## src/rtl/mlc_pkg.sv

```systemverilog
package mlc_pkg;
  localparam int unsigned CLK_HZ = 200_000_000;
  localparam int unsigned TICK_PERIOD_S = 1;
  localparam int unsigned TICK_CYCLES = CLK_HZ * TICK_PERIOD_S;
  localparam int unsigned NUM_PORTS = 4;
  localparam int unsigned CNT_W = 16;
  localparam logic [15:0] CNT_MAX = 16'h7FFF;
  localparam logic [15:0] CNT_RESET = 16'h0000;
  localparam int unsigned OUT_W = 8;
  localparam logic [11:0] ADDR_PORT1 = 12'h000;
  localparam logic [11:0] ADDR_PORT2 = 12'h004;
  localparam logic [11:0] ADDR_PORT3 = 12'h008;
  localparam logic [11:0] ADDR_WLAN = 12'h00C;
  localparam logic [11:0] ADDR_CTRL = 12'h010;
  localparam logic [11:0] ADDR_OUTREQ = 12'h014;
  localparam logic [11:0] ADDR_IRQ_STAT = 12'h018;
  localparam logic [11:0] ADDR_IRQ_MASK = 12'h01C;
  localparam logic [11:0] ADDR_LIMIT = 12'h020;
  localparam int unsigned CTRL_RUN_BIT = 0;
  localparam int unsigned CTRL_SOFT_CLR_BIT = 1;
  localparam logic [31:0] RD_ZERO = 32'h0000_0000;
  localparam logic [15:0] LIMIT_RESET = 16'h003C;
endpackage : mlc_pkg

```

## src/rtl/mlc_sync.sv

```systemverilog
`timescale 1ns/1ps
`default_nettype none
module mlc_sync (
  input wire logic pclk,
  input wire logic presetn,
  input wire logic clk_en,
  input wire logic din,
  output logic dout
);
  logic s1_r;
  logic s1_nxt;
  logic s2_r;
  logic s2_nxt;
  // First stage feeds only the second
  always_comb begin
    s1_nxt = clk_en ? din : s1_r;
    s2_nxt = clk_en ? s1_r : s2_r;
  end
  always_ff @(posedge pclk or negedge presetn) begin
    if (!presetn) begin
      s1_r <= 1'b0;
      s2_r <= 1'b0;
    end else begin
      s1_r <= s1_nxt;
      s2_r <= s2_nxt;
    end
  end
  assign dout = s2_r;
endmodule : mlc_sync
`default_nettype wire

```

## src/rtl/mlc_silence_cnt.sv

```systemverilog
`timescale 1ns/1ps
`default_nettype none
module mlc_silence_cnt #(
  parameter int unsigned W = mlc_pkg::CNT_W
) (
  input wire logic pclk,
  input wire logic presetn,
  input wire logic clk_en,
  input wire logic msg_seen,
  input wire logic sec_tick,
  output logic [W-1:0] count
);
  logic [W-1:0] cnt_r;
  logic [W-1:0] cnt_nxt;
  always_comb begin
    cnt_nxt = cnt_r;
    if (clk_en) begin
      if (msg_seen) begin
        cnt_nxt = W'(mlc_pkg::CNT_RESET);
      end else if (sec_tick && cnt_r != mlc_pkg::CNT_MAX) begin
        cnt_nxt = W'(cnt_r + 1'b1);
      end
    end
  end
  always_ff @(posedge pclk or negedge presetn) begin
    if (!presetn) begin
      cnt_r <= W'(mlc_pkg::CNT_RESET);
    end else begin
      cnt_r <= cnt_nxt;
    end
  end
  assign count = cnt_r;
endmodule : mlc_silence_cnt
`default_nettype wire

```

## src/rtl/mlc_top.sv

```systemverilog
// Behaviour
// One silence counter per port, four total
// Master message clears only that port's counter
// Counter advances one per second afterwards
// Counter value equals seconds of silence
// Counter saturates at 32767 until cleared
// Requests served without any loaded program
// Outputs held off unless in run state
//
// The register offsets and the APB interface to the registers were decided locally.
`timescale 1ns/1ps
`default_nettype none
module mlc_top #(
  parameter int unsigned TICK_CYCLES = mlc_pkg::TICK_CYCLES,
  parameter int unsigned NPORT = mlc_pkg::NUM_PORTS,
  parameter int unsigned OUT_W = mlc_pkg::OUT_W
) (
  input wire logic pclk,
  input wire logic presetn,
  input wire logic clk_en,
  input wire logic psel,
  input wire logic penable,
  input wire logic pwrite,
  input wire logic [11:0] paddr,
  input wire logic [31:0] pwdata,
  output logic [31:0] prdata,
  output logic pready,
  output logic pslverr,
  input wire logic [NPORT-1:0] master_msg,
  input wire logic [OUT_W-1:0] master_out_req,
  input wire logic program_loaded,
  output logic [OUT_W-1:0] out_points,
  output logic serve_enable,
  output logic irq
);
  localparam int unsigned TW = $clog2(TICK_CYCLES);
  localparam logic [TW-1:0] TICK_LAST = TW'(TICK_CYCLES - 1);

  logic [NPORT-1:0] msg_lvl;
  logic [NPORT-1:0] msg_prev_r;
  logic [NPORT-1:0] msg_prev_nxt;
  logic [NPORT-1:0] msg_pulse;
  logic [mlc_pkg::CNT_W-1:0] cnt [NPORT];
  logic [TW-1:0] tick_r;
  logic [TW-1:0] tick_nxt;
  logic sec_tick;

  // Message strobes come from other clock domains
  genvar gi;
  generate
    for (gi = 0; gi < NPORT; gi++) begin : g_port
      mlc_sync u_sync (
        .pclk(pclk),
        .presetn(presetn),
        .clk_en(clk_en),
        .din(master_msg[gi]),
        .dout(msg_lvl[gi])
      );
      mlc_silence_cnt u_cnt (
        .pclk(pclk),
        .presetn(presetn),
        .clk_en(clk_en),
        .msg_seen(msg_pulse[gi]),
        .sec_tick(sec_tick),
        .count(cnt[gi])
      );
    end
  endgenerate

  // Rising edge counts as one received message
  assign msg_pulse = msg_lvl & ~msg_prev_r;
  assign sec_tick = clk_en && (tick_r == TICK_LAST);

  always_comb begin
    msg_prev_nxt = clk_en ? msg_lvl : msg_prev_r;
    tick_nxt = tick_r;
    if (clk_en) begin
      tick_nxt = (tick_r == TICK_LAST) ? '0 : TW'(tick_r + 1'b1);
    end
  end
  always_ff @(posedge pclk or negedge presetn) begin
    if (!presetn) begin
      msg_prev_r <= '0;
      tick_r <= '0;
    end else begin
      msg_prev_r <= msg_prev_nxt;
      tick_r <= tick_nxt;
    end
  end

  // Register state
  logic run_r;
  logic run_nxt;
  logic [OUT_W-1:0] outreq_r;
  logic [OUT_W-1:0] outreq_nxt;
  logic [OUT_W-1:0] outp_r;
  logic [OUT_W-1:0] outp_nxt;
  logic [NPORT-1:0] stat_r;
  logic [NPORT-1:0] stat_nxt;
  logic [NPORT-1:0] mask_r;
  logic [NPORT-1:0] mask_nxt;
  logic [15:0] limit_r;
  logic [15:0] limit_nxt;
  logic [31:0] prdata_r;
  logic [31:0] prdata_nxt;
  logic pslverr_r;
  logic pslverr_nxt;
  logic irq_r;
  logic irq_nxt;
  logic serve_r;
  logic [NPORT-1:0] limit_hit;
  logic wr_acc;
  logic rd_acc;
  logic addr_ok;

  assign wr_acc = clk_en && psel && penable && pwrite;
  assign rd_acc = clk_en && psel && !penable && !pwrite;

  always_comb begin
    case (paddr)
      mlc_pkg::ADDR_PORT1,
      mlc_pkg::ADDR_PORT2,
      mlc_pkg::ADDR_PORT3,
      mlc_pkg::ADDR_WLAN,
      mlc_pkg::ADDR_CTRL,
      mlc_pkg::ADDR_OUTREQ,
      mlc_pkg::ADDR_IRQ_STAT,
      mlc_pkg::ADDR_IRQ_MASK,
      mlc_pkg::ADDR_LIMIT: addr_ok = 1'b1;
      default: addr_ok = 1'b0;
    endcase
  end

  // Event fires once, as the counter reaches the limit; a limit of 0x8000 fires on every tick once the counter saturates at 0x7FFF
  generate
    for (gi = 0; gi < NPORT; gi++) begin : g_lim
      assign limit_hit[gi] = sec_tick && !msg_pulse[gi] && limit_r != '0 &&
        (cnt[gi] == 16'(limit_r - 1'b1));
    end
  endgenerate

  always_comb begin
    run_nxt = run_r;
    outreq_nxt = outreq_r;
    mask_nxt = mask_r;
    limit_nxt = limit_r;
    stat_nxt = stat_r;
    prdata_nxt = prdata_r;
    pslverr_nxt = pslverr_r;
    if (wr_acc && addr_ok) begin
      case (paddr)
        mlc_pkg::ADDR_CTRL: run_nxt = pwdata[mlc_pkg::CTRL_RUN_BIT];
        mlc_pkg::ADDR_OUTREQ: outreq_nxt = pwdata[OUT_W-1:0];
        mlc_pkg::ADDR_IRQ_MASK: mask_nxt = pwdata[NPORT-1:0];
        mlc_pkg::ADDR_LIMIT: limit_nxt = pwdata[15:0];
        mlc_pkg::ADDR_IRQ_STAT: stat_nxt = stat_r & ~pwdata[NPORT-1:0];
        default: run_nxt = run_r;
      endcase
    end
    if (clk_en) begin
      stat_nxt = stat_nxt | limit_hit;
    end
    if (rd_acc) begin
      case (paddr)
        mlc_pkg::ADDR_PORT1: prdata_nxt = {16'h0000, cnt[0]};
        mlc_pkg::ADDR_PORT2: prdata_nxt = {16'h0000, cnt[1]};
        mlc_pkg::ADDR_PORT3: prdata_nxt = {16'h0000, cnt[2]};
        mlc_pkg::ADDR_WLAN: prdata_nxt = {16'h0000, cnt[3]};
        mlc_pkg::ADDR_CTRL: prdata_nxt = {31'h0000_0000, run_r};
        mlc_pkg::ADDR_OUTREQ: prdata_nxt = 32'(outreq_r);
        mlc_pkg::ADDR_IRQ_STAT: prdata_nxt = 32'(stat_r);
        mlc_pkg::ADDR_IRQ_MASK: prdata_nxt = 32'(mask_r);
        mlc_pkg::ADDR_LIMIT: prdata_nxt = {16'h0000, limit_r};
        default: prdata_nxt = mlc_pkg::RD_ZERO;
      endcase
    end
    if (clk_en && psel && !penable) begin
      pslverr_nxt = !addr_ok;
    end
    // Software and master requests are merged, then gated by run
    outp_nxt = outp_r;
    if (clk_en) begin
      outp_nxt = run_r ? (outreq_r | master_out_req) : '0;
    end
    irq_nxt = clk_en ? |(stat_nxt & mask_nxt) : irq_r;
  end

  always_ff @(posedge pclk or negedge presetn) begin
    if (!presetn) begin
      run_r <= 1'b0;
      outreq_r <= '0;
      outp_r <= '0;
      stat_r <= '0;
      mask_r <= '0;
      limit_r <= mlc_pkg::LIMIT_RESET;
      prdata_r <= mlc_pkg::RD_ZERO;
      pslverr_r <= 1'b0;
      irq_r <= 1'b0;
      serve_r <= 1'b0;
    end else begin
      run_r <= run_nxt;
      outreq_r <= outreq_nxt;
      outp_r <= outp_nxt;
      stat_r <= stat_nxt;
      mask_r <= mask_nxt;
      limit_r <= limit_nxt;
      prdata_r <= prdata_nxt;
      pslverr_r <= pslverr_nxt;
      irq_r <= irq_nxt;
      // Serving does not depend on a loaded program
      serve_r <= 1'b1;
    end
  end

  assign prdata = prdata_r;
  assign pready = 1'b1;
  assign pslverr = pslverr_r;
  assign out_points = outp_r;
  assign serve_enable = serve_r;
  assign irq = irq_r;
endmodule : mlc_top
`default_nettype wire

```

## config.mk

```make
export PLATFORM = sky130hd
export DESIGN_NAME = mlc_top
export DESIGN_NICKNAME = d
export VERILOG_FILES = /design/src/rtl/mlc_pkg.sv /design/src/rtl/mlc_sync.sv /design/src/rtl/mlc_silence_cnt.sv /design/src/rtl/mlc_top.sv
export SDC_FILE = /design/constraint.sdc
export NUM_CORES = 1
export LEC_CHECK = 0
export ABC_AREA = 1
export BUFFER_PORTS_ARGS = -buffer_cell sky130_fd_sc_hd__buf_2
export CAP_MARGIN = 10
export CORE_MARGIN = 3
export CORE_UTILIZATION = 56
export CTS_BUF_LIST = sky130_fd_sc_hd__clkbuf_4
export CTS_CLUSTER_SIZE = 40
export DETAILED_ROUTE_END_ITERATION = 10
export MAX_ROUTING_LAYER = met4
export PLACE_DENSITY = 0.77
export SYNTH_ARGS = -nofsm -noshare
export SYNTH_HDL_FRONTEND = slang
export SYNTH_SLANG_ARGS = --single-unit
export TNS_END_PERCENT = 100
```

## constraint.sdc

```tcl
create_clock -name pclk -period 2 [get_ports pclk]
set_input_delay 0.1 -clock pclk [delete_from_list [all_inputs] [get_ports pclk]]
set_output_delay 0.1 -clock pclk [all_outputs]
set_load 0.03 [all_outputs]
```

Yosys cells after proc, flatten, opt, wreduce, memory -nomap -nowiden. Index checks and enable logic that the tools add are counted.

Add/subtract/negate cells: 6. Eq/ne operators: 17. Muxes and demuxes: 17. Bitwise gates (word level): 7. Reductions and logical operators: 45.

Operators by type and width (number): one-hot mux 16 bit (9 select lines) (1); two-way mux 16 bit (8); adder 16 x 1 -> 16 bit (second input constant) (4); equality test 16 bit (4); inequality test 16 x 15 -> 1 bit (second input constant) (4); equality test 12 x 5 -> 1 bit (second input constant) (4); adder 28 x 1 -> 28 bit (second input constant) (1); equality test 28 bit (second input constant) (1); two-way mux 28 bit (1); equality test 12 x 4 -> 1 bit (second input constant) (2); logical AND 1 bit (23); two-way mux 4 bit (5); nonzero test 16 bit (1); subtractor 16 x 1 -> 16 bit (second input constant) (1); AND reduction 2 bit (7); AND 4 bit (3); equality test 12 x 3 -> 1 bit (second input constant) (1); equality test 12 x 6 -> 1 bit (second input constant) (1); zero test 12 bit (1); OR reduction 9 bit (1); two-way mux 8 bit (1); NOT 4 bit (2); bitwise OR 8 bit (1); nonzero test 2 bit (4); other kinds (4) (10).

Bits in registers: 180. Input port bits: 63. Output and inout port bits: 44. Word-level logic and storage cells: 116.

Longest topological paths before layout. Gate-level depths: netlist of run 1.

Word-level depth: 10. Mapped depth: 20. Mapped depth without buffers: 19.

Cells and area by module. From an unflattened synthesis of run 1, not the netlist that was laid out.

Cells, all modules: 1728. Area, all modules: 11398.4 um^2.

By module, submodules not included: mlc_top (times used 1, cells an instance 1004, area each 6749.0 um^2, seq. area each 2307.2 um^2); mlc_silence_cnt (times used 4, cells an instance 172, area each 1086.0 um^2, seq. area each 400.4 um^2); mlc_sync (times used 4, cells an instance 9, area each 76.3 um^2, seq. area each 50.0 um^2).

Worst setup path after synthesis of run 1. OpenSTA, ideal clock, no wires.

Path type: register -> register. Start point: register limit_r[0]. End point: register irq_r, in the netlist irq. Setup time: 0.118 ns. Arrival time: 1.963 ns. Required time: 1.882 ns. Slack: -0.081 ns. Stages on the path, launching flop included: 18. Path buffers: 1. Clock period less this slack: 2.081 ns. Cells stage by stage: dfrtp_1 -> buf_2 -> inv_2 -> ha_1 -> nand2_2 -> nor2_4 -> nand2_1 -> nand2_1 -> nand2_1 -> xor2_1 -> nand2_1 -> nor2_1 -> nand2_1 -> nand2_1 -> nand2_1 -> nand3_1 -> nor2_1 -> nor2_1.

Longest elaborated chain between the ends: 7. Elaborated cells between the ends (all ways): 18. Those cells by class: add/sub (1); eq/ne (4); mux (1); bitwise (2); reduce/logical (10).

RTL lines: start, declared (line mlc_top.sv:102) `logic [15:0] limit_r;`; start signal, assigned (line mlc_top.sv:195) `limit_r <= mlc_pkg::LIMIT_RESET;`; start signal, assigned (line mlc_top.sv:206) `limit_r <= limit_nxt;`; subtractor 16 x 1 -> 16 bit or nonzero test 16 bit (tied branches) (line mlc_top.sv:138, mlc_top.sv:137); equality test 16 bit or logical AND 1 bit (tied branches) (line mlc_top.sv:138, mlc_top.sv:137); logical AND 1 bit (*) (line mlc_top.sv:137) `assign limit_hit[gi] = sec_tick && !msg_pulse[gi] && limit_r != '0 &&`; bitwise OR 4 bit (*) (line mlc_top.sv:161) `stat_nxt = stat_nxt | limit_hit;`; two-way mux 4 bit (*) (line mlc_top.sv:160) `if (clk_en) begin`; named net stat_nxt[1] (line mlc_top.sv:99) `logic [NPORT-1:0] stat_nxt;`; AND 4 bit (*) (line mlc_top.sv:185) `irq_nxt = clk_en ? |(stat_nxt & mask_nxt) : irq_r;`; OR reduction 4 bit (*) (line mlc_top.sv:185); end signal, assigned (line mlc_top.sv:209) `irq_r <= irq_nxt;`; end, declared (line mlc_top.sv:108) `logic irq_r;`.

Mark *: on every way through the listed nets, which the timed path passes. The rest lies on a longest branch. A chain may end at the register's enable or synchronous reset.

Final worst setup path of run 1.
Start point: register tick_r[1]. End point: register g_port[1].u_cnt.cnt_r[2].

Longest elaborated chain between the ends: 5.

RTL lines: start, declared (line mlc_top.sv:44) `logic [TW-1:0] tick_r;`; start signal, assigned (line mlc_top.sv:87) `tick_r <= tick_nxt;`; equality test 28 bit (line mlc_top.sv:72) `assign sec_tick = clk_en && (tick_r == TICK_LAST);`; logical AND 1 bit (line mlc_top.sv:72); logical AND 1 bit (line mlc_silence_cnt.sv:20) `end else if (sec_tick && cnt_r != mlc_pkg::CNT_MAX) begin`; nonzero test 2 bit (no line); AND reduction 2 bit (no line); end signal, assigned (line mlc_silence_cnt.sv:27) `cnt_r <= W'(mlc_pkg::CNT_RESET);`; end signal, assigned (line mlc_silence_cnt.sv:29) `cnt_r <= cnt_nxt;`; end, declared (line mlc_silence_cnt.sv:13) `logic [W-1:0] cnt_r;`.

No other way between the ends.

==> summary.txt, run 1 <==
Critical path
  • CP endpoint kind: flip-flop
  • Critical Path RT: about 2.5 ns
  • CP Cell Sequence: ha_4 -> nand3_4 -> nor2_2 -> nand3_1 -> nor3_1 -> nand2_1 -> buf_6 -> clkinv_8 -> o41ai_4 -> nand2_2 -> buf_6 -> nand2_1 -> a21oi_2
  • WP data arrival: around 2.8 ns
  • Crit path launch type: flip-flop
  • Kind of critical path: reg2reg
  • Slowest CP cell: dfrtp_1
  • Max incr delay on CP: about 0.45 ns
  • Crit path max fanout: 7

Run
  • Max cap viols: 0

Floorplan
  • Core area: roughly 0.018 mm²
  • Io pins: roughly 110
  • Die footprint: approximately 0.021 mm²
  • Die Y: 144 µm
  • Die width: approximately 140 µm
  • Initial core utilization: about 58%
  • Site row count: 49

Logic synthesis
  • Synth area leader: dfrtp_1
  • Count of cell types in the netlist: between 50 and 60
  • Top-count cell post-synth: nand2_1
  • Mapped Cells: 1507
  • Top_reg_cell synth: dfrtp_1
  • Async set-or-reset flop fraction in the synthesized netlist: 100%
  • Register bit total from synthesis: between 150 and 200
  • Sequential-to-total area share from yosys stat: between 30% and 40%
  • Synth warn: 0
  • Top cells by area, synth: dfrtp_1, nand2_1, nand3_1
  • Post-synth top area share: 37.5%
  • Post-synth EDFFs: 0
  • Mapped Avg Cell Area: slightly above 7 µm²
  • Mapped cell area: 0.0107 mm²
  • Most frequent cells after synthesis: nand2_1, dfrtp_1, inv_1

Final layout
  • Final #Nets: about 1900
  • Layout cells sized above 1: 29.0%
  • Final instance area: between 0.01 and 0.015 mm²
  • Util after Layout: about four fifths
  • Area growth, synth to finish: 35.0%
  • Fillers: around 1300
  • Seq. cell area: between 0.004 and 0.005 mm²
  • Footprint of the multi-input gates: between 0.006 and 0.007 mm²

Route
  • Final wirelength: 40400 µm
  • DR iter-0 viols: 1387
  • Routed WL per cell: between 15 and 20 µm
  • DR DRC count: 0
  • Post-route ant nets: 0
  • Via density: around 6
  • First-pass DRT Iterations: 6
  • Via count: approximately 12000

Timing
  • Slew margin rel.: between 60% and 70%
  • Worst Skew: between 0.02 and 0.025 ns
  • Tmin final: approximately 2.2 ns
  • Max Slew Vio Count: 0
  • Setup TNS: -8.48 ns
  • RSZ-0062 raised after global routing: yes
  • Final hold violation count: 0
  • FMAX: 454 MHz
  • Final setup viols: 70
  • Fin crit share: 110%
  • Crit path setup slack, layout: -0.202 ns
  • Worst Tran Pin Value: between 0.5 and 0.6 ns

Placement
  • GPL Wtd Cong: between 1 and 1.5
  • Port Buf Inserts: between 70 and 80
  • Area after DPL: between 0.01 and 0.015 mm²
  • Pre-CTS setup slack: -0.210 ns
  • Detailed Place HPWL: approximately 29000 µm

Power
  • Pwr Density: about 770 mW/mm²
  • LEAKAGE: roughly 0.007 µW
  • Maximum vdd drop: ~0.58 mV
  • Total power: about 11000 µW

Global route
  • Vias in the first global route: approximately 11000
  • Largest net degree at the start of global routing: between 40 and 50
  • Initial antenna violation count: 1
  • First-pass GRT wire length: around 60000 µm
  • GRT Residual Overflow: 0
  • Gr usage total: about two fifths

Clocking
  • Clk Latency, worst-skew pair: between 0.6 and 0.7 ns
  • Clock Path Buffers: 2
  • Root Buffer: clkbuf_4
  • Clk sinks: around 160
  • TritonCTS buffer count: 17
  • # H-tree levels: 4
  • CTS tree: built
  • Clk slew on worst S/H paths: between 0.15 and 0.2 ns

Status
  • Failing checks: setup timing
  • Outcome: complete, but fails checks

Hold path
  • Hold WC Path Type: in2async
worst max-delay path, delay by kind of cell, from the launching register on:
kind | cells | cell delay [ns]
flip-flops | 1 | 0.45
adder cells (fa/ha/maj) | 1 | 0.18
buffers and inverters | 3 | 0.41
AND/OR/NAND/NOR | 7 | 0.91
AO/OA/AOI/OAI | 2 | 0.22
routing by layer:
metal / track usage, % / part of all wire (%) / vias to the layer above
li1: - / - / 5602
met1: 51.2 / 39 / 5774
met2: 60.1 / 46 / 788
met3: 7.37 / 10 / 165
met4: 13.1 / 4.7 / 0
met5: - / 0 / -
area by class of cell:
type	count	share of cell area (%)
multi-input cells	1139	44.6
flip-flops and latches	164	28.6
repair buffers	322	18.2
inverters	169	4.54
well taps	229	1.99
clock inverters	15	1.17
clock buffers	17	0.886
diodes	1	0.0174
layout by cell type, fill, tap and decap left out, types with 16 or more instances in the layout:
cell,count
a21oi_1,35
buf_2,72
buf_4,173
buf_6,26
clkbuf_4,17
conb_1,18
dfrtp_1,156
dlygate4sd3_1,37
inv_1,152
nand2_1,358
nand2_2,48
nand3_1,121
nand3_2,34
nand4_1,34
nor2_1,123
nor2_2,21
nor3_1,31
o21ai_0,46
o21ai_1,59
o21ai_2,17
o22ai_1,16
xor2_1,57
sequential cells by signal, indices dropped and copies added, names as in the netlist:
| signal | cells |
|---|---|
| g_port.u_cnt.count | 64 |
| tick_r | 28 |
| limit_r | 16 |
| prdata | 16 |
| out_points | 8 |
| outreq_r | 8 |
| g_port.u_sync.dout | 4 |
| g_port.u_sync.s1_r | 4 |
| mask_r | 4 |
| msg_prev_r | 4 |
| stat_r | 4 |
| irq | 1 |
| pslverr | 1 |
| run_r | 1 |
| serve_enable | 1 |
through the flow:
step	cells	hold slack [ns]
CTS	2036	0.00428
floorplan	1523	-0.196
detailed placement	1944	0.0722
finish	2056	0.0416
global placement	1944	0.0701
global route	2056	0.0263
path summary, 6_finish.rpt:
kind                                       endpoint          start  slack [ns]  cells after the start
min in group pclk                        tick_r[14]         clk_en        0.06                      4
min reg2reg                           out_points[2]  out_points[2]        0.50                      2
max                        g_port[1].u_cnt.count[2]      tick_r[1]       -0.20                     13
max reg2reg                g_port[1].u_cnt.count[2]      tick_r[1]       -0.20                     13
min                           g_port[1].u_sync.dout        presetn        0.04                      3
max in group asynchronous                limit_r[4]        presetn        1.57                      3
power by group:
part           internal (µW)  switching, µW  total [µW]
clock                    774           1410        2180
combinational           1600           2740        4340
sequential              3900            681        4580
total                   6270           4830       11100
cells by family after synthesis:
logic type	after synthesis	share of synthesized area [%]
buffers and inverters	221	8.74
adder cells (fa/ha/maj)	6	0.704
XOR/XNOR	58	4.76
other	2	0.0704
multiplexers	11	1.16
flip-flops	164	38.5
AND/OR/NAND/NOR	829	34.6
AO/OA/AOI/OAI	216	11.4
what timing repair did:
item	CTS	global route
resized for setup	134	136
cloned	10	4
hold endpoints to repair	208	0
endpoints found under the setup margin	66	91
hold buffers	38	0
pin swaps	23	41
buffers inserted	15	20
Power figures use the tool's default switching activity.
==> inputs of run 2 (changes only) <==
Settings changed: GPL_ROUTABILITY_DRIVEN set to 0, SYNTH_HIERARCHICAL set to 1.
==> run 2 against run 1 <==
Effect of this change: the flow still finishes with violations (setup timing); cell area down 0.83%; first-iteration DRC count up 16%; maximum frequency down 3.8%; sequential power down 24%; wire length down 7.5%; sequential share of layout area up 0.20 points; register-to-register slack worse by 0.09 ns; non-clock buffer count down 77; clock power down 6%; die area up 6.6%; synthesized cell count up 15%; hold slack better by 0.0060 ns; largest power group unchanged.
==> summary.txt, run 2 <==
Logic synthesis
  • Post-synth top area share: roughly a third
  • Top cells by area, synth: dfrtp_1, nand2_1, nor2_1
  • Register bit total from synthesis: 164
  • Most frequent cells after synthesis: nand2_1, nor2_1, inv_1
  • Mapped cell area: 0.0114 mm²
  • Count of cell types in the netlist: between 40 and 50
  • Sequential-to-total area share from yosys stat: a little over a third
  • Post-synth EDFFs: 0
  • Synth area leader: dfrtp_1
  • Top-count cell post-synth: nand2_1
  • Mapped Cells: between 1500 and 2000
  • Top_reg_cell synth: dfrtp_1
  • Mapped Avg Cell Area: between 6 and 7 µm²
  • Async set-or-reset flop fraction in the synthesized netlist: 100%
  • Synth warn: 6

Floorplan
  • Site row count: just over 50
  • Die footprint: approximately 0.022 mm²
  • Die width: around 150 µm
  • Io pins: approximately 110
  • Initial core utilization: just under 60%
  • Core area: between 0.015 and 0.02 mm²
  • Die Y: between 100 and 150 µm

Timing
  • Fin crit share: 114%
  • RSZ-0062 raised after global routing: yes
  • FMAX: ~440 MHz
  • Crit path setup slack, layout: -0.290 ns
  • Slew margin rel.: 57.7%
  • Tmin final: between 2 and 2.5 ns
  • Setup TNS: -8.76 ns
  • Final setup viols: slightly below 80
  • Worst Skew: 0.0375 ns
  • Worst Tran Pin Value: 0.634 ns
  • Final hold violation count: 0
  • Max Slew Vio Count: 0

Route
  • Final wirelength: 37400 µm
  • DR iter-0 viols: 1615
  • Post-route ant nets: 0
  • First-pass DRT Iterations: 6
  • Via count: roughly 13000
  • DR DRC count: 0
  • Routed WL per cell: around 17 µm
  • Via density: roughly 5.6

Final layout
  • Fillers: 1491
  • Final #Nets: about 2000
  • Most common cell after layout, fill and taps aside: nand2_1
  • Area growth, synth to finish: 25.3%
  • Footprint of the multi-input gates: about 0.0067 mm²
  • Final instance area: around 0.014 mm²
  • Largest register FFs: 64
  • Util after Layout: 72.4%
  • Layout cells sized above 1: about 22%
  • Most frequent cells in the layout: nand2_1, inv_1, nor2_1, dfrtp_1, nand3_1
  • Seq. cell area: ~0.004 mm²

Status
  • Outcome: complete, but fails checks
  • Failing checks: setup timing

Power
  • Total power: between 6000 and 7000 µW
  • LEAKAGE: 0.00718 µW
  • Pwr Density: roughly 470 mW/mm²
  • Maximum vdd drop: 0.464 mV

Critical path
  • Kind of critical path: reg2reg
  • WP data arrival: 2.81 ns
  • CP Cell Sequence: buf_6 -> nand2_4 -> nor3_4 -> nand3_2 -> nor3_4 -> nand3_2 -> nor2_4 -> nand2_4 -> nor2_4 -> nand2_4 -> nor2_4 -> nand3_2 -> nand2_2 -> nor2_1
  • Crit path max fanout: 4
  • Worst R2R Start: tick_r[1]
  • Crit path launch type: flip-flop
  • Critical Path RT: ~2.5 ns
  • Slowest CP cell: dfrtp_1
  • Worst Reg2Reg Path Length in Cells: 14
  • Max incr delay on CP: 0.43 ns
  • End of the worst register-to-register path: tick_r[27]
  • R2r setup slk: -0.29 ns
  • CP endpoint kind: flip-flop

Global route
  • GRT Residual Overflow: 0
  • First-pass GRT wire length: 57600 µm
  • Largest net degree at the start of global routing: 60
  • Vias in the first global route: about 12000
  • Initial antenna violation count: 1
  • Gr usage total: between 30% and 40%

Clocking
  • Clock Path Buffers: 2
  • Clk slew on worst S/H paths: between 0.15 and 0.2 ns
  • TritonCTS buffer count: 17
  • Clk Latency, worst-skew pair: 0.62 ns
  • Root Buffer: clkbuf_4
  • Clk sinks: around 160
  • CTS tree: built
  • # H-tree levels: 4

Placement
  • Area after DPL: 0.0128 mm²
  • Detailed Place HPWL: approximately 26000 µm
  • Port Buf Inserts: 72

Run
  • Max cap viols: 0

Hold path
  • Hold WC Path Type: in2async
## run 2: critical path: cells and delay by family (launching register included)
family / cells / cell delay, ns
flops: 1 / 0.43
simple gates: 13 / 1.62
buf+inv: 1 / 0.12
## run 2: worst max path at each step
stage / slack (ns) / cells after the start / end / startpoint
after floorplan: 0.01 / 16 / irq / limit_r[0]
after global placement: -0.19 / 15 / irq / limit_r[2]
after detailed placement: -0.23 / 16 / irq / limit_r[1]
after CTS: -0.08 / 17 / irq / limit_r[0]
after global routing: -0.35 / 14 / tick_r[27] / tick_r[1]
final: -0.29 / 14 / tick_r[27] / tick_r[1]
## run 2: area by class of cell
type	instances	area share, %
Antenna cell	1	0.0175
Tap cell	265	2.32
Sequential cell	164	28.8
Multi-Input combinational cell	1315	47.2
Timing Repair Buffer	245	13.8
Inverter	219	5.88
Clock inverter	14	1.07
Clock buffer	18	0.946
## run 2: report_power, final
part	switching [µW]	total [µW]	internal (µW)
Sequential	76.2	3500	3420
Clock	1440	2040	598
Combinational	660	1110	445
Total	2180	6640	4460
## run 2: kinds of logic (layout without fill, tap and decap cells)
logic type / count (synthesis) / count (layout) / synth area share (%)
compound gates: 174 / 174 / 9.19
xor+xnor: 25 / 25 / 1.92
flops: 164 / 164 / 36.0
mux: 13 / 13 / 1.28
fa+ha+maj: 7 / 7 / 0.768
other cells: 2 / 19 / 0.0659
buf+inv: 267 / 496 / 10.1
simple gates: 1076 / 1078 / 40.6
## run 2: metal layers
layer  GRT usage (%)  vias up  share of wire, %
met4            16.1        0               5.6
met3            6.49      172               9.7
li1                -     5919                 -
met2            53.0      766                46
met5               -        -                 0
met1            42.0     5786                38
## run 2: repair_timing
action                                 CTS  global route
resized for setup                       54            98
setup endpoints to repair               72            83
pin swaps                               14            32
gates cloned                             1             2
endpoints found under the hold margin  207             0
setup buffers                            6            13
hold buffers                            42             0
## run 2: stage by stage
step | cells | hold WS [ns] | setup slack (ns)
after floorplan | 1744 | -0.196 | 0.0138
after global placement | 2145 | 0.0354 | -0.195
after detailed placement | 2145 | 0.0395 | -0.228
after CTS | 2226 | 0.0114 | -0.0841
after global routing | 2241 | 0.0383 | -0.347
final | 2241 | 0.0476 | -0.290
